## src/rtl/cdj_pkg.sv

```systemverilog
package cdj_pkg;
  localparam int         ADDR_W         = 4;
  localparam logic [3:0] REG_CMD        = 4'h0;
  localparam logic [3:0] REG_CFG        = 4'h1;
  localparam logic [3:0] REG_TX_HEAD    = 4'h2;
  localparam logic [3:0] REG_RX_HEAD    = 4'h3;
  localparam logic [3:0] REG_SLOT_MAP   = 4'h4;
  localparam logic [3:0] REG_STATUS     = 4'h5;
  localparam logic [1:0] OP_ACTIVATE    = 2'h1;
  localparam logic [1:0] OP_DEACTIVATE  = 2'h2;
  localparam logic [1:0] OP_JUMP        = 2'h3;
  localparam int         CMD_OP_LSB     = 0;
  localparam int         CMD_DIR_BIT    = 2;
  localparam int         CFG_W          = 5;
  localparam int         CFG_TRI_BIT    = 0;
  localparam int         CFG_EXT_BIT    = 1;
  localparam int         CFG_CONCAT_BIT = 2;
  localparam int         CFG_TX_TR_BIT  = 3;
  localparam int         CFG_RX_TR_BIT  = 4;
  localparam logic [4:0] CFG_RST        = 5'h00;
  localparam logic [31:0] HEAD_RST      = 32'h0000_0000;
  localparam logic [31:0] MAP_RST       = 32'h0000_0000;
  localparam int         FRAME_BITS_DEF = 256;
  localparam int         CNT_W          = 10;
  localparam int         DIR_TX         = 0;
  localparam int         DIR_RX         = 1;
  typedef enum logic [2:0] {
    ST_IDLE, ST_HEAD, ST_DESC, ST_ALIGN, ST_SLOT, ST_RUN, ST_JWAIT
  } cdj_state_t;
endpackage : cdj_pkg

```

## src/rtl/cdj_fly_if.sv

```systemverilog
`timescale 1ns/10ps
interface cdj_fly_if #(parameter int CW = 10);
  logic          tick;
  logic          sync;
  logic          concat;
  logic          int_bof;
  logic          ext_bof;
  logic          upd;
  logic          locked;
  logic [CW-1:0] cnt;
  modport timer (input tick, sync, concat,
                 output int_bof, ext_bof, upd, locked, cnt);
  modport user  (output tick, sync, concat,
                 input int_bof, ext_bof, upd, locked, cnt);
endinterface : cdj_fly_if

```

## src/rtl/cdj_flywheel.sv

```systemverilog
`timescale 1ns/10ps
module cdj_flywheel #(
  parameter int FRAME_BITS = 256,
  parameter int CW         = 10
) (
  input wire logic clock_i,
  input wire logic nrst_i,
  cdj_fly_if.timer fly
);
  logic [CW-1:0] cnt_reg;
  logic [CW-1:0] cnt_next;
  logic          ibof_reg;
  logic          ibof_next;
  logic          ebof_reg;
  logic          ebof_next;
  logic          upd_reg;
  logic          upd_next;
  logic          lock_reg;
  logic          lock_next;

  always_comb begin
    cnt_next  = cnt_reg;
    lock_next = lock_reg;
    ibof_next = 1'b0;
    ebof_next = 1'b0;
    upd_next  = 1'b0;
    if (fly.tick) begin
      upd_next = 1'b1;
      if (fly.sync) begin
        // Any sync realigns the count, in every mode
        cnt_next  = '0;
        ibof_next = 1'b1;
        ebof_next = 1'b1;
        lock_next = 1'b1;
      end else if (lock_reg && !fly.concat) begin
        if (cnt_reg == CW'(FRAME_BITS - 1)) begin
          cnt_next  = '0;
          ibof_next = 1'b1;
        end else begin
          cnt_next = cnt_reg + 1'b1;
        end
      end else if (fly.concat && cnt_reg != '1) begin
        // No wrap: a missing sync saturates instead of faking a frame
        cnt_next = cnt_reg + 1'b1;
      end
    end
  end

  always_ff @(posedge clock_i or negedge nrst_i) begin
    if (!nrst_i) begin
      cnt_reg  <= '0;
      ibof_reg <= 1'b0;
      ebof_reg <= 1'b0;
      upd_reg  <= 1'b0;
      lock_reg <= 1'b0;
    end else begin
      cnt_reg  <= cnt_next;
      ibof_reg <= ibof_next;
      ebof_reg <= ebof_next;
      upd_reg  <= upd_next;
      lock_reg <= lock_next;
    end
  end

  assign fly.cnt     = cnt_reg;
  assign fly.int_bof = ibof_reg;
  assign fly.ext_bof = ebof_reg;
  assign fly.upd     = upd_reg;
  assign fly.locked  = lock_reg;
endmodule : cdj_flywheel

```

## src/rtl/cdj_top.sv

```systemverilog
// Chosen here: the placing of the registers and the plain strobed port.
`timescale 1ns/10ps
module cdj_top #(
  parameter int FRAME_BITS = cdj_pkg::FRAME_BITS_DEF
) (
  input  wire logic               clock_i,
  input  wire logic               nrst_i,
  input  wire logic [3:0]         reg_addr_i,
  input  wire logic [31:0]        reg_wdata_i,
  input  wire logic               reg_wr_i,
  input  wire logic               reg_rd_i,
  output logic      [31:0]        reg_rdata_o,
  input  wire logic               tx_clk_i,
  input  wire logic               rx_clk_i,
  input  wire logic               tx_frame_sync_i,
  input  wire logic               rx_frame_sync_i,
  input  wire logic               tx_bit_i,
  input  wire logic               tx_msg_done_i,
  output logic                    tx_serial_data_o,
  output logic                    tx_serial_data_oe_o,
  output logic      [1:0]         proc_en_o,
  output logic      [1:0]         dma_en_o,
  output logic      [1:0]         abort_o,
  output logic      [1:0]         mem_req_o,
  output logic      [1:0]         mem_desc_o,
  output logic      [1:0][31:0]   mem_addr_o,
  input  wire logic [1:0]         mem_ack_i,
  input  wire logic [1:0]         mem_owner_i,
  input  wire logic [1:0][31:0]   mem_rdata_i,
  output logic                    service_ack_descriptor_o,
  output logic                    service_ack_descriptor_dir_o,
  output logic      [1:0]         service_ack_descriptor_op_o
);
  localparam int CW = cdj_pkg::CNT_W;

  // Lowest assigned slot; slot zero defers to the next assigned one
  function automatic logic [6:0] cdj_first_slot(input logic [31:0] map);
    logic [6:0] res;
    logic       found;
    res   = 7'h00;
    found = 1'b0;
    for (int i = 31; i >= 1; i--) begin
      if (map[i]) begin
        res   = 7'(i);
        found = 1'b1;
      end
    end
    if (!found || !map[0]) begin
      cdj_first_slot = res;
    end else begin
      cdj_first_slot = res;
    end
  endfunction : cdj_first_slot

  function automatic logic cdj_active(input cdj_pkg::cdj_state_t s);
    cdj_active = (s == cdj_pkg::ST_ALIGN) || (s == cdj_pkg::ST_SLOT) ||
                 (s == cdj_pkg::ST_RUN) || (s == cdj_pkg::ST_JWAIT);
  endfunction : cdj_active

  // Pin synchronisers: {rx_sync, tx_sync, rx_clk, tx_clk}
  logic [3:0]  pin_a_reg;
  logic [3:0]  pin_b_reg;
  logic [1:0]  clk_prev_reg;
  logic [1:0]  sync_prev_reg;
  logic [1:0]  sync_prev_next;
  logic [1:0]  tick;
  logic [1:0]  sync_evt;

  always_ff @(posedge clock_i or negedge nrst_i) begin
    if (!nrst_i) begin
      pin_a_reg     <= 4'h0;
      pin_b_reg     <= 4'h0;
      clk_prev_reg  <= 2'h0;
      sync_prev_reg <= 2'h0;
    end else begin
      pin_a_reg     <= {rx_frame_sync_i, tx_frame_sync_i, rx_clk_i, tx_clk_i};
      pin_b_reg     <= pin_a_reg;
      clk_prev_reg  <= pin_b_reg[1:0];
      sync_prev_reg <= sync_prev_next;
    end
  end

  always_comb begin
    tick           = pin_b_reg[1:0] & ~clk_prev_reg;
    sync_evt       = tick & pin_b_reg[3:2] & ~sync_prev_reg;
    sync_prev_next = sync_prev_reg;
    for (int d = 0; d < 2; d++) begin
      if (tick[d]) begin
        sync_prev_next[d] = pin_b_reg[2+d];
      end
    end
  end

  // Frame timers, one per direction
  cdj_fly_if #(.CW(CW)) fly_tx ();
  cdj_fly_if #(.CW(CW)) fly_rx ();

  // Register file
  logic [cdj_pkg::CFG_W-1:0] cfg_reg;
  logic [cdj_pkg::CFG_W-1:0] cfg_next;
  logic [1:0][31:0]          head_reg;
  logic [1:0][31:0]          head_next;
  logic [31:0]               map_reg;
  logic [31:0]               map_next;
  logic [31:0]               rdata_reg;
  logic [31:0]               rdata_next;
  logic                      cmd_wr;
  logic [1:0]                cmd_op;
  logic                      cmd_dir;
  logic                      concat;
  logic                      ext_align;

  cdj_pkg::cdj_state_t st_reg  [2];
  cdj_pkg::cdj_state_t st_next [2];

  assign cmd_wr    = reg_wr_i && (reg_addr_i == cdj_pkg::REG_CMD);
  assign cmd_op    = reg_wdata_i[cdj_pkg::CMD_OP_LSB +: 2];
  assign cmd_dir   = reg_wdata_i[cdj_pkg::CMD_DIR_BIT];
  assign concat    = cfg_reg[cdj_pkg::CFG_CONCAT_BIT];
  assign ext_align = cfg_reg[cdj_pkg::CFG_EXT_BIT];

  always_comb begin
    cfg_next   = cfg_reg;
    head_next  = head_reg;
    map_next   = map_reg;
    rdata_next = 32'h0000_0000;
    if (reg_wr_i) begin
      case (reg_addr_i)
        cdj_pkg::REG_CFG:      cfg_next = reg_wdata_i[cdj_pkg::CFG_W-1:0];
        cdj_pkg::REG_TX_HEAD:  head_next[cdj_pkg::DIR_TX] = reg_wdata_i;
        cdj_pkg::REG_RX_HEAD:  head_next[cdj_pkg::DIR_RX] = reg_wdata_i;
        cdj_pkg::REG_SLOT_MAP: map_next = reg_wdata_i;
        default: ;
      endcase
    end
    if (reg_rd_i) begin
      case (reg_addr_i)
        cdj_pkg::REG_CFG:      rdata_next = {27'h000_0000, cfg_reg};
        cdj_pkg::REG_TX_HEAD:  rdata_next = head_reg[cdj_pkg::DIR_TX];
        cdj_pkg::REG_RX_HEAD:  rdata_next = head_reg[cdj_pkg::DIR_RX];
        cdj_pkg::REG_SLOT_MAP: rdata_next = map_reg;
        cdj_pkg::REG_STATUS:   rdata_next = {24'h00_0000, fly_rx.locked,
                                 fly_tx.locked, 3'(st_reg[1]),
                                 3'(st_reg[0])};
        default: ;
      endcase
    end
  end

  always_ff @(posedge clock_i or negedge nrst_i) begin
    if (!nrst_i) begin
      cfg_reg   <= cdj_pkg::CFG_RST;
      head_reg  <= {cdj_pkg::HEAD_RST, cdj_pkg::HEAD_RST};
      map_reg   <= cdj_pkg::MAP_RST;
      rdata_reg <= 32'h0000_0000;
    end else begin
      cfg_reg   <= cfg_next;
      head_reg  <= head_next;
      map_reg   <= map_next;
      rdata_reg <= rdata_next;
    end
  end

  assign fly_tx.tick   = tick[cdj_pkg::DIR_TX];
  assign fly_tx.sync   = sync_evt[cdj_pkg::DIR_TX];
  assign fly_tx.concat = concat;
  assign fly_rx.tick   = tick[cdj_pkg::DIR_RX];
  assign fly_rx.sync   = sync_evt[cdj_pkg::DIR_RX];
  assign fly_rx.concat = concat;

  cdj_flywheel #(.FRAME_BITS(FRAME_BITS), .CW(CW)) u_fly_tx (
    .clock_i (clock_i),
    .nrst_i  (nrst_i),
    .fly     (fly_tx)
  );
  cdj_flywheel #(.FRAME_BITS(FRAME_BITS), .CW(CW)) u_fly_rx (
    .clock_i (clock_i),
    .nrst_i  (nrst_i),
    .fly     (fly_rx)
  );

  logic [1:0]    frame_evt;
  logic [1:0]    slot_hit;
  logic [6:0]    first_slot;
  logic [1:0]    transp;

  always_comb begin
    first_slot = cdj_first_slot(map_reg);
    transp = {cfg_reg[cdj_pkg::CFG_RX_TR_BIT], cfg_reg[cdj_pkg::CFG_TX_TR_BIT]};
    // Concatenated mode has no flywheel frame, so pins decide alone
    frame_evt[0] = (concat || ext_align) ? fly_tx.ext_bof
                                         : fly_tx.int_bof;
    frame_evt[1] = (concat || ext_align) ? fly_rx.ext_bof
                                         : fly_rx.int_bof;
    slot_hit[0]  = fly_tx.upd && (fly_tx.cnt[2:0] == 3'h0) &&
                   (fly_tx.cnt[CW-1:3] == first_slot);
    slot_hit[1]  = fly_rx.upd && (fly_rx.cnt[2:0] == 3'h0) &&
                   (fly_rx.cnt[CW-1:3] == first_slot);
  end

  // Direction state machines
  logic [1:0]       jmp_reg;
  logic [1:0]       jmp_next;
  logic [1:0][1:0]  reqop_reg;
  logic [1:0][1:0]  reqop_next;
  logic [1:0][31:0] ptr_reg;
  logic [1:0][31:0] ptr_next;
  logic [1:0]       ack_set;
  logic [1:0][1:0]  ack_set_op;
  logic [1:0]       abort_next;
  logic [1:0]       proc_next;
  logic [1:0]       dma_next;
  logic [1:0]       req_next;
  logic [1:0]       desc_next;
  logic [1:0][31:0] addr_next;

  always_comb begin
    logic req;
    req = 1'b0;
    for (int d = 0; d < 2; d++) begin
      req           = cmd_wr && (cmd_dir == 1'(d));
      st_next[d]    = st_reg[d];
      jmp_next[d]   = jmp_reg[d];
      reqop_next[d] = reqop_reg[d];
      ptr_next[d]   = ptr_reg[d];
      ack_set[d]    = 1'b0;
      ack_set_op[d] = cmd_pkg_op_none();
      abort_next[d] = 1'b0;
      if (req && cmd_op == cdj_pkg::OP_DEACTIVATE) begin
        // Cuts off at once, even mid-fetch or mid-jump
        abort_next[d] = (st_reg[d] != cdj_pkg::ST_IDLE);
        st_next[d]    = cdj_pkg::ST_IDLE;
        jmp_next[d]   = 1'b0;
        ack_set[d]    = 1'b1;
        ack_set_op[d] = cdj_pkg::OP_DEACTIVATE;
      end else if (req && (cmd_op == cdj_pkg::OP_ACTIVATE ||
                   (cmd_op == cdj_pkg::OP_JUMP &&
                    (d == cdj_pkg::DIR_RX ||
                     st_reg[d] == cdj_pkg::ST_IDLE)))) begin
        abort_next[d] = (st_reg[d] != cdj_pkg::ST_IDLE);
        st_next[d]    = cdj_pkg::ST_HEAD;
        jmp_next[d]   = 1'b0;
        reqop_next[d] = cmd_op;
      end else if (req && cmd_op == cdj_pkg::OP_JUMP) begin
        // Jump on transmit outside RUN and IDLE is ignored
        if (st_reg[d] == cdj_pkg::ST_RUN) begin
          st_next[d] = cdj_pkg::ST_JWAIT;
        end
      end else begin
        case (st_reg[d])
          cdj_pkg::ST_HEAD: begin
            if (mem_ack_i[d]) begin
              ptr_next[d] = mem_rdata_i[d];
              st_next[d]  = cdj_pkg::ST_DESC;
            end
          end
          cdj_pkg::ST_DESC: begin
            if (mem_ack_i[d]) begin
              if (!mem_owner_i[d]) begin
                st_next[d] = cdj_pkg::ST_IDLE;
              end else if (jmp_reg[d] || !transp[d]) begin
                st_next[d] = cdj_pkg::ST_RUN;
              end else begin
                st_next[d] = cdj_pkg::ST_ALIGN;
              end
              ack_set[d]    = !jmp_reg[d];
              ack_set_op[d] = reqop_reg[d];
              jmp_next[d]   = 1'b0;
            end
          end
          cdj_pkg::ST_ALIGN: begin
            if (frame_evt[d]) begin
              st_next[d] = cdj_pkg::ST_SLOT;
            end
          end
          cdj_pkg::ST_SLOT: begin
            if (slot_hit[d]) begin
              st_next[d] = cdj_pkg::ST_RUN;
            end
          end
          cdj_pkg::ST_JWAIT: begin
            if (d == cdj_pkg::DIR_TX && tx_msg_done_i) begin
              ack_set[d]    = 1'b1;
              ack_set_op[d] = cdj_pkg::OP_JUMP;
              jmp_next[d]   = 1'b1;
              st_next[d]    = cdj_pkg::ST_HEAD;
            end
          end
          default: ;
        endcase
      end
      req_next[d]  = (st_next[d] == cdj_pkg::ST_HEAD) ||
                     (st_next[d] == cdj_pkg::ST_DESC);
      desc_next[d] = (st_next[d] == cdj_pkg::ST_DESC);
      addr_next[d] = desc_next[d] ? ptr_next[d] : head_reg[d];
      // A transmit jump keeps the bit processor running across the fetch
      proc_next[d] = cdj_active(st_next[d]) ||
                     (jmp_next[d] && req_next[d]);
      dma_next[d]  = (st_next[d] == cdj_pkg::ST_RUN) ||
                     (st_next[d] == cdj_pkg::ST_JWAIT) ||
                     (jmp_next[d] && req_next[d]);
    end
  end

  function automatic logic [1:0] cmd_pkg_op_none();
    cmd_pkg_op_none = cdj_pkg::OP_ACTIVATE;
  endfunction : cmd_pkg_op_none

  always_ff @(posedge clock_i or negedge nrst_i) begin
    if (!nrst_i) begin
      for (int d = 0; d < 2; d++) begin
        st_reg[d] <= cdj_pkg::ST_IDLE;
      end
      jmp_reg    <= 2'h0;
      reqop_reg  <= 4'h0;
      ptr_reg    <= 64'h0000_0000_0000_0000;
      abort_o    <= 2'h0;
      proc_en_o  <= 2'h0;
      dma_en_o   <= 2'h0;
      mem_req_o  <= 2'h0;
      mem_desc_o <= 2'h0;
      mem_addr_o <= 64'h0000_0000_0000_0000;
    end else begin
      for (int d = 0; d < 2; d++) begin
        st_reg[d] <= st_next[d];
      end
      jmp_reg    <= jmp_next;
      reqop_reg  <= reqop_next;
      ptr_reg    <= ptr_next;
      abort_o    <= abort_next;
      proc_en_o  <= proc_next;
      dma_en_o   <= dma_next;
      mem_req_o  <= req_next;
      mem_desc_o <= desc_next;
      mem_addr_o <= addr_next;
    end
  end

  // Acknowledge queue: one descriptor a cycle, transmit first
  logic [1:0]      pend_reg;
  logic [1:0]      pend_next;
  logic [1:0][1:0] pop_reg;
  logic [1:0][1:0] pop_next;
  logic            service_ack_descriptor_next;
  logic            sdir_next;
  logic [1:0]      sop_next;
  logic [1:0]      sent;
  logic            txd_next;
  logic            txoe_next;

  always_comb begin
    sent      = pend_reg[0] ? 2'b01 : {pend_reg[1], 1'b0};
    service_ack_descriptor_next = |pend_reg;
    sdir_next = !pend_reg[0];
    sop_next  = pend_reg[0] ? pop_reg[0] : pop_reg[1];
    for (int d = 0; d < 2; d++) begin
      // A new ack in the cycle of the send is kept
      pend_next[d] = ack_set[d] || (pend_reg[d] && !sent[d]);
      pop_next[d]  = ack_set[d] ? ack_set_op[d] : pop_reg[d];
    end
    txd_next  = dma_next[0] ? tx_bit_i : 1'b1;
    txoe_next = proc_next[0] || !cfg_next[cdj_pkg::CFG_TRI_BIT];
  end

  always_ff @(posedge clock_i or negedge nrst_i) begin
    if (!nrst_i) begin
      pend_reg                 <= 2'h0;
      pop_reg                  <= 4'h0;
      service_ack_descriptor_o <= 1'b0;
      service_ack_descriptor_dir_o               <= 1'b0;
      service_ack_descriptor_op_o                <= 2'h0;
      tx_serial_data_o         <= 1'b1;
      tx_serial_data_oe_o      <= 1'b0;
    end else begin
      pend_reg                 <= pend_next;
      pop_reg                  <= pop_next;
      service_ack_descriptor_o <= service_ack_descriptor_next;
      service_ack_descriptor_dir_o               <= sdir_next;
      service_ack_descriptor_op_o                <= sop_next;
      tx_serial_data_o         <= txd_next;
      tx_serial_data_oe_o      <= txoe_next;
    end
  end

  assign reg_rdata_o = rdata_reg;
endmodule : cdj_top

```

## config.mk

```make
export PLATFORM = sky130hd
export DESIGN_NAME = cdj_top
export DESIGN_NICKNAME = d
export VERILOG_FILES = /design/src/rtl/cdj_pkg.sv /design/src/rtl/cdj_fly_if.sv /design/src/rtl/cdj_flywheel.sv /design/src/rtl/cdj_top.sv
export SDC_FILE = /design/constraint.sdc
export NUM_CORES = 1
export LEC_CHECK = 0
export ABC_AREA = 1
export BUFFER_PORTS_ARGS = -buffer_cell sky130_fd_sc_hd__buf_2
export CAP_MARGIN = 10
export CELL_PAD_IN_SITES_DETAIL_PLACEMENT = 0
export CELL_PAD_IN_SITES_GLOBAL_PLACEMENT = 1
export CORE_ASPECT_RATIO = 1.75
export CORE_MARGIN = 2
export CORE_UTILIZATION = 40
export DETAILED_ROUTE_END_ITERATION = 6
export MAX_ROUTING_LAYER = met4
export PLACE_DENSITY = 0.71
export SETUP_SLACK_MARGIN = 0.2
export SLEW_MARGIN = 40
export SYNTH_ARGS = -nofsm -noshare
export SYNTH_HDL_FRONTEND = slang
export SYNTH_SLANG_ARGS = --single-unit
export TNS_END_PERCENT = 30
```

## constraint.sdc

```tcl
create_clock -name clock_i -period 3.5 [get_ports clock_i]
set_input_delay 0 -clock clock_i [delete_from_list [all_inputs] [get_ports clock_i]]
set_output_delay 0 -clock clock_i [all_outputs]
set_load 0.005 [all_outputs]
```

# Word level (Yosys, flattened, before mapping)
# Index checks and enable logic that the tools add are counted.
# totals
reg_bits	335
input_bits	114
output_inout_bits	112
# classes
add_sub_neg	2
n_eq_ne	37
n_mux	134
n_bitwise	8
n_reduce_logical	72
# op_table
cell	count
32-bit two-way mux	13
7-bit two-way mux	26
32-bit case mux with 5 select lines	1
10-bit two-way mux	8
3-bit two-way mux	21
1-bit two-way mux	43
3-bit == test (second input constant)	11
5-bit two-way mux	5
3-bit by 2-bit == test with 1-bit output (second input constant)	8
2-bit two-way mux	12
1-bit logical AND	22
1-bit logical OR	22
10-bit by 1-bit adder with 10-bit output (second input constant)	2
10-bit by 8-bit == test with 1-bit output (second input constant)	2
10-bit inequality test (second input constant)	2
2-bit AND reduction	10
3-bit case mux with 5 select lines	1
7-bit == test	2
3-bit by 1-bit == test with 1-bit output (second input constant)	4
3-bit case mux with 4 select lines	1
3-bit nonzero test	4
1-bit logical NOT	9
3-bit logical NOT	3
4-bit by 2-bit == test with 1-bit output (second input constant)	2
11 further kinds	19

# Longest topological paths before layout
# Gate-level depths: netlist (run 1).
# logic_depth
depth_word	44
mapped_depth	43
mapped_depth_nobuf	41

# Hierarchy
# Synthesis (run 1) repeated with hierarchy kept, for this count alone.
# unflattened
hier_cells	1641
hier_area_um2	14565.2
# modules_own_cells
module	instances	cells_each	area_each_um2	seq_area_each_um2
cdj_top	1	1409	12898.6	7683.6
cdj_flywheel	2	116	833.3	350.3

# Least setup slack after synthesis (run 1)
# OpenSTA, ideal clock, no wires.
# synth_timing
path_type	register -> register
start	register map_reg[29]
end	register mem_addr_o[14] (netlist name)
setup_ns	0.121
arrival_ns	2.518
required_time_ns	3.379
setup_slack_ns	0.861
stages_incl_launch_ff	43
n_path_buf	2
period_less_slack_ns	2.639
path_cell_list	dfrtp_1 inv_2 nand2_1 nand2_1 nand2_1 nand2_1 nand2_1 nand2_1 nand2_1 nand2_1 nand2_1 nand2_1 nand2_1 nand2_1 nand2_1 nand2_1 nand2_1 nand2_1 (+7 left out) nand2_1 nand2_1 nand2_1 nand2_1 nand2_2 nand2_1 nand2_1 nand3_1 nand2_1 nand2_1 nand2_2 nand2_2 nand2_2 inv_2 buf_6 buf_6 nand2_2 o21ai_2
# synth_rtl
element	line_no	text
start: declaration	cdj_top.sv:103	logic [31:0] map_reg;
start signal: assignment	cdj_top.sv:154	map_reg <= cdj_pkg::MAP_RST;
start signal: assignment	cdj_top.sv:159	map_reg <= map_next;
end signal: assignment	cdj_top.sv:335	mem_addr_o <= addr_next;
end: declaration	cdj_top.sv:26	output logic [1:0][31:0] mem_addr_o,

==> results of run 1 <==
==> timing repair <==
action,in CTS,in global routing
endpoints found under the setup margin,0,74
buffers inserted,0,10
hold buffers,110,1
endpoints found under the hold margin,362,20
gates resized for setup,0,100
==> cell families after synthesis <==
| family | synth area share (%) |
|---|---|
| and+or+nand+nor | 18.1 |
| DFF | 58.6 |
| buffers and inverters | 8.45 |
| AOI/OAI and AO/OA | 11.6 |
| muxes | 2.52 |
| xor gates and xnor gates | 0.306 |
| adders and majority gates | 0.350 |
==> power breakdown <==
group / internal [mW] / switching (mW) / total, mW
Combinational: 1.81 / 2.52 / 4.32
Sequential: 4.98 / 0.609 / 5.59
Clock: 1.83 / 1.47 / 3.30
Total: 8.62 / 4.60 / 13.2
==> cell usage in the layout (no fill, tap or decap), types with 5 or more instances in the layout <==
cell type	n
sky130_fd_sc_hd__nor3_1	20
sky130_fd_sc_hd__o221ai_1	23
sky130_fd_sc_hd__dfrtp_1	334
sky130_fd_sc_hd__a221oi_1	10
sky130_fd_sc_hd__a31oi_1	6
sky130_fd_sc_hd__a21oi_1	27
sky130_fd_sc_hd__buf_2	224
sky130_fd_sc_hd__nand4_1	9
sky130_fd_sc_hd__o21ai_2	28
sky130_fd_sc_hd__nand2_4	29
sky130_fd_sc_hd__buf_4	27
sky130_fd_sc_hd__mux2_2	32
sky130_fd_sc_hd__nor2_1	77
sky130_fd_sc_hd__inv_1	242
sky130_fd_sc_hd__nand2_2	34
sky130_fd_sc_hd__nand2_1	344
sky130_fd_sc_hd__clkbuf_16	35
sky130_fd_sc_hd__o21ai_1	7
sky130_fd_sc_hd__o22ai_1	7
sky130_fd_sc_hd__nand3_1	55
sky130_fd_sc_hd__dlygate4sd3_1	111
sky130_fd_sc_hd__clkinv_2	8
sky130_fd_sc_hd__xor2_1	5
sky130_fd_sc_hd__clkbuf_1	9
sky130_fd_sc_hd__and2_1	32
sky130_fd_sc_hd__o21ai_0	154
sky130_fd_sc_hd__clkbuf_8	6
==> metal layers <==
layer	part of all wire (%)	up-vias
met5	0	-
met1	35	5652
met4	4.8	0
li1	-	5706
met3	2.9	94
met2	57	257
==> worst max-delay path, delay by kind of cell (launching register included) <==
| family | cells | cell delay, ps |
|---|---|---|
| xor+xnor | 1 | 160 |
| simple gates | 20 | 1580 |
| flops | 1 | 380 |
| compound gates | 3 | 440 |
| buf+inv | 4 | 490 |
==> final cells by class <==
cell class              instances  area (um2)
clock buffers                  46         892
clock inverters                11        85.1
fillers                      3345       16700
inverters                     247         940
multi-input cells             936        5040
flip-flops and latches        335        8380
well taps                     465         582
repair buffers                374        2680
==> path summary, 6_finish.rpt <==
kind                       cells after the start                          to                    start  slack [ps]
max                                           28    mem_addr_o[14]$_DFF_PN0_  map_reg[31]$_DFFE_PN0P_         320
min reg2reg                                    0      pin_b_reg[1]$_DFF_PN0_   pin_a_reg[1]$_DFF_PN0_         350
max in group asynchronous                      5  tx_serial_data_o$_DFF_PN1_                   nrst_i        1940
min                                            3      cfg_reg[2]$_DFFE_PN0P_                 reg_wr_i          30
min in group asynchronous                      3    mem_addr_o[51]$_DFF_PN0_                   nrst_i         410
max reg2reg                                   28    mem_addr_o[14]$_DFF_PN0_  map_reg[31]$_DFFE_PN0P_         320
==> impl_summary.log, run 1 <==
[metrics] result of the run: completed
[metrics] cell seen most often among critical-path stages: sky130_fd_sc_hd__nand2_1
[metrics] floorplan die area: 37300 um2
[metrics] top cell types by occurrence after synthesis: sky130_fd_sc_hd__nand2_1 (387), sky130_fd_sc_hd__dfrtp_1 (334), sky130_fd_sc_hd__inv_1 (244)
[metrics] global-route wire length before repair: 64500 um
[metrics] net count after synthesis: 1697
[metrics] static leakage: 9.64 nW
[metrics] fraction of registers with async set or reset after synthesis: 100%
[metrics] most used routing layer: met2
[metrics] clock latency on the worst-skew pair: 580 ps
[metrics] fraction of layout instances using a drive strength above 1: 23.0%
[metrics] Site Rows: 91
[metrics] maximum clock rate: 314 MHz
[metrics] min Tclk post-route: 3180 ps
[metrics] number of antenna violations at the first check in global routing: 0
[metrics] final number of hold-violating endpoints: 0
[metrics] ANT nets after route: 0
[metrics] routed via count: 11709
[metrics] Power, Total: 13.2 mW
[metrics] final period utilization: 91.0%
[metrics] post-synthesis instance area: 14300 um2
[metrics] vertical die dimension: 254 um
[metrics] global route overflow: 0
[metrics] number of H-tree levels: 1
[metrics] count of pins over their slew limit: 0
[metrics] area growth from synthesis to layout: 30.1%
[metrics] final core area utilization: 52.7%
[metrics] slack of the critical path: 315 ps
[metrics] placed cell count: 2229
[metrics] Initial DRT Pass Iterations: 6
[metrics] highest fanout seen on the critical path: 8
[metrics] skew final: 12.3 ps
[metrics] vias in the first global route: 11648
[metrics] Worst Hold Class: primary input to register
[metrics] GRT met1 Usage: 23.9%
[metrics] half-perimeter wire length of the detailed placement result: 30500 um
[metrics] CTS sink count: 335
[metrics] main flop type after synthesis: sky130_fd_sc_hd__dfrtp_1
[metrics] Synth cell types: 42
[metrics] cell count after synthesis: 1579
[metrics] maximum single-stage delay on the critical path: 380 ps
[metrics] most area-hungry cell type in the Yosys netlist: sky130_fd_sc_hd__dfrtp_1
[metrics] TritonCTS clock tree: yes
[metrics] worst slew pin tran: 648 ps
[metrics] global placer's final weighted congestion: 0.903
[metrics] type of the worst setup path: register to register
[metrics] area share of the largest cell type after synthesis: 58.5%
[metrics] share of synthesized area occupied by flip-flops and latches: 58.6%
[metrics] final layout net count: 2043
[metrics] M3 GR Usage: 1.83%
[metrics] post-detailed-route wirelength per cell: 17.8 um
[metrics] post-CTS clock slew at the launch and capture registers of the worst setup and hold paths: 70 ps
[metrics] initial detailed-routing violation count: 527
[metrics] buffers added on ports: 225
[metrics] antenna diode instance count: 0
[metrics] fin cells: 2414
[metrics] hold_ws: 26.5 ps
[metrics] total wirelength of the detailed-routed design: 43000 um
[metrics] CTS Root Cell: sky130_fd_sc_hd__clkbuf_16
[metrics] core area: 35300 um2
[metrics] post-detailed-placement cell area: 16000 um2
[metrics] synthesis warning total: 0
[metrics] count of flip-flops with a built-in enable after synthesis: 0
[metrics] unrepaired setup endpoints after global routing: yes
[metrics] required time reported for the critical path endpoint: 3960 ps
[metrics] Max Buffers Root-to-Sink: 3
[metrics] via count normalized by instance count: 4.85
[metrics] flop and latch count out of synthesis: 335
[metrics] detailed-route DRC error count: 0
[metrics] Post-Synthesis Mean Instance Area: 9.05 um2
[metrics] Initial Util: 40.5%
[metrics] I/O pins: 226
[metrics] GRT Util Overall: 23.1%
[metrics] TNS Setup: 0 ps
[metrics] element type at the critical path start: register
[metrics] total clock buffers created by CTS: 31
[metrics] endpoint type of the worst setup path: register
[metrics] ranking of synthesized cells by area: sky130_fd_sc_hd__dfrtp_1 (58%), sky130_fd_sc_hd__nand2_1 (10%), sky130_fd_sc_hd__inv_1 (6.4%)
[metrics] die span in x: 147 um
[metrics] GRT met2 Usage: 44.1%
[metrics] worst setup timing slack at the placement stage: 282 ps
[metrics] slowest stage cell on the critical path: sky130_fd_sc_hd__dfrtp_1
[metrics] most frequently used cell type in the post-synthesis netlist: sky130_fd_sc_hd__nand2_1
[metrics] maximum number of pins on one net before global-route repair: 100
[metrics] data arrival time at the worst-slack endpoint: 3650 ps
[metrics] Design Area, Final: 18600 um2
[metrics] IR Drop Worst-Case VDD: 0.352 mV
[metrics] PwrDens: 710 nW/um2
[metrics] Setup violations, final: 0
[metrics] # Max-Cap Violations: 0
[metrics] worst relative slew slack: 56.6%
Note: power is estimated with default switching activity, not from simulation.
==> run 2: changes to the inputs <==
CELL_PAD_IN_SITES_DETAIL_PLACEMENT = 1   (was 0)
TNS_END_PERCENT = unset   (was 30)
==> run 2 against run 1 <==
Compared with the run above:
- register-to-register slack worse by 230 ps
- setup slack worse by 230 ps
- clock-buffer cell count down 1
- worst hold slack gained 35 ps
- largest power group unchanged
- highest routed layer unchanged
==> impl_summary.log, run 2 (synthesis results as in run 1) <==
[metrics] core area: 35300 um2
[metrics] TritonCTS clock tree: yes
[metrics] half-perimeter wire length of the detailed placement result: 32700 um
[metrics] initial detailed-routing violation count: 460
[metrics] total wirelength of the detailed-routed design: 50900 um
[metrics] ANT nets after route: 0
[metrics] final layout net count: 2055
[metrics] skew final: 10.5 ps
[metrics] global placer's final weighted congestion: 0.903
[metrics] fraction of layout instances using a drive strength above 1: 23.3%
[metrics] multi-input combinational cell area: 5010 um2
[metrics] Initial DRT Pass Iterations: 5
[metrics] final period utilization: 97.5%
[metrics] number of antenna violations at the first check in global routing: 3
[metrics] flip-flop and latch area: 8380 um2
[metrics] Sw Pwr: 5.03 mW
[metrics] element type at the critical path start: register
[metrics] count of pins over their slew limit: 0
[metrics] I/O pins: 226
[metrics] TNS Setup: 0 ps
[metrics] worst setup timing slack at the placement stage: 224 ps
[metrics] type of the worst setup path: register to register
[metrics] maximum clock rate: 293 MHz
[metrics] highest fanout seen on the critical path: 8
[metrics] required time reported for the critical path endpoint: 3930 ps
[metrics] global-route wire length before repair: 72600 um
[metrics] commonest non-fill, non-tap cell in the layout: sky130_fd_sc_hd__nand2_1
[metrics] data arrival time at the worst-slack endpoint: 3840 ps
[metrics] Max Buffers Root-to-Sink: 3
[metrics] result of the run: completed
[metrics] Setup violations, final: 0
[metrics] maximum number of pins on one net before global-route repair: 100
[metrics] detailed-route DRC error count: 0
[metrics] post-detailed-route wirelength per cell: 20.9 um
[metrics] internal power component: 8.94 mW
[metrics] unrepaired setup endpoints after global routing: yes
[metrics] number of H-tree levels: 1
[metrics] PwrDens: 741 nW/um2
[metrics] vertical die dimension: 254 um
[metrics] clock share of power: 25.0%
[metrics] global route overflow: 0
[metrics] cell seen most often among critical-path stages: sky130_fd_sc_hd__nand2_1
[metrics] total clock buffers created by CTS: 31
[metrics] routed via count: 12392
[metrics] worst slew pin tran: 1160 ps
[metrics] part of the power in combinational logic: 34.6%
[metrics] slowest stage cell on the critical path: sky130_fd_sc_hd__dfrtp_1
[metrics] worst relative slew slack: 22.4%
[metrics] via count normalized by instance count: 5.10
[metrics] clock latency on the worst-skew pair: 580 ps
[metrics] post-CTS clock slew at the launch and capture registers of the worst setup and hold paths: 70 ps
[metrics] final number of hold-violating endpoints: 0
[metrics] Worst Hold Class: primary input to register
[metrics] GRT Util Overall: 26.0%
[metrics] Initial Util: 40.5%
[metrics] endpoint type of the worst setup path: register
[metrics] maximum single-stage delay on the critical path: 410 ps
[metrics] post-detailed-placement cell area: 16000 um2
[metrics] switching power share of the total: 36.0%
[metrics] area growth from synthesis to layout: 31.8%
[metrics] floorplan die area: 37300 um2
[metrics] slack of the critical path: 86.0 ps
[metrics] min Tclk post-route: 3410 ps
[metrics] Buf+Inv Stages, Crit Path: 2
[metrics] filler cell count: 4110
[metrics] buffers added on ports: 225
[metrics] CTS Root Cell: sky130_fd_sc_hd__clkbuf_16
[metrics] kind of cell adding the most delay to the critical path: simple AND/OR/NAND/NOR gates
[metrics] die span in x: 147 um
[metrics] static leakage: 9.78 nW
[metrics] most frequent cells in the layout: sky130_fd_sc_hd__nand2_1 (348), sky130_fd_sc_hd__dfrtp_1 (334), sky130_fd_sc_hd__inv_1 (242), sky130_fd_sc_hd__buf_2 (224), sky130_fd_sc_hd__o21ai_0 (141)
[metrics] IR Drop Worst-Case VDD: 0.372 mV
[metrics] fraction of power consumed by sequential logic: 40.4%
[metrics] vias in the first global route: 13238
[metrics] CTS sink count: 335
[metrics] Site Rows: 91
[metrics] # Max-Cap Violations: 0
[metrics] hold_ws: 61.1 ps
[metrics] Design Area, Final: 18800 um2
[run 2: cell count changes in the layout (fill, tap and decap cells not counted), sizes merged, moves of 2 or more]
cell | previous run | this run
buf | 259 | 263
diode | 0 | 3
dlygate4sd3 | 111 | 113
clkbuf | 50 | 54
[run 2: final cells by class]
class | count | share of cell area (%)
antenna | 3 | 0.0398
clock inverter | 12 | 0.637
inverter | 247 | 4.99
sequential | 335 | 44.5
timing repair buffer | 385 | 15.3
tap | 465 | 3.09
clock buffer | 45 | 4.87
multi-input combinational | 937 | 26.6
[run 2: timing repair]
action,CTS,global route
pin swaps,0,8
gates resized for setup,0,107
endpoints found under the hold margin,361,20
cloned,0,13
buffers inserted,0,13
endpoints found under the setup margin,2,74
hold buffers,112,1
[run 2: path summary, 6_finish.rpt]
path | cells after the start | slack (ps) | end | start
worst max-delay path | 39 | 90 | mem_addr_o[61]$_DFF_PN0_ | map_reg[30]$_DFFE_PN0P_
max in group asynchronous | 5 | 1890 | tx_serial_data_o$_DFF_PN1_ | nrst_i
worst min-delay path | 2 | 60 | pin_a_reg[2]$_DFF_PN0_ | tx_frame_sync_i
worst min register to register | 0 | 350 | pin_b_reg[3]$_DFF_PN0_ | pin_a_reg[3]$_DFF_PN0_
min in group asynchronous | 3 | 410 | mem_addr_o[51]$_DFF_PN0_ | nrst_i
worst max register to register | 39 | 90 | mem_addr_o[61]$_DFF_PN0_ | map_reg[30]$_DFFE_PN0P_
[run 2: power by group through the flow]
stage / combinational [mW] / clock (mW) / sequential (mW)
CTS: 3.82 / 3.55 / 5.61
global route: 5.33 / 3.71 / 5.73
floorplan: 2.37 / 0 / 5.45
detailed placement: 3.67 / 0 / 5.67
finish: 4.83 / 3.49 / 5.65
global placement: 3.52 / 0 / 5.64
[run 2: through the flow]
stage,total power [mW],utilization [%],instances
final,14.0,53.4,2429
after global routing,14.8,53.4,2429
after global placement,9.16,45.2,2229
after floorplan,7.82,-,1579
after detailed placement,9.34,45.2,2229
after CTS,13.0,51.4,2398
[run 2: metal layers]
layer  GRT usage [%]  up-vias  wire length, um
met1            25.4     6179            17500
met2            49.8      295            28500
met3            2.42      175             1280
met4            14.6        0             3560
met5               -        -                0
li1                -     5743                -
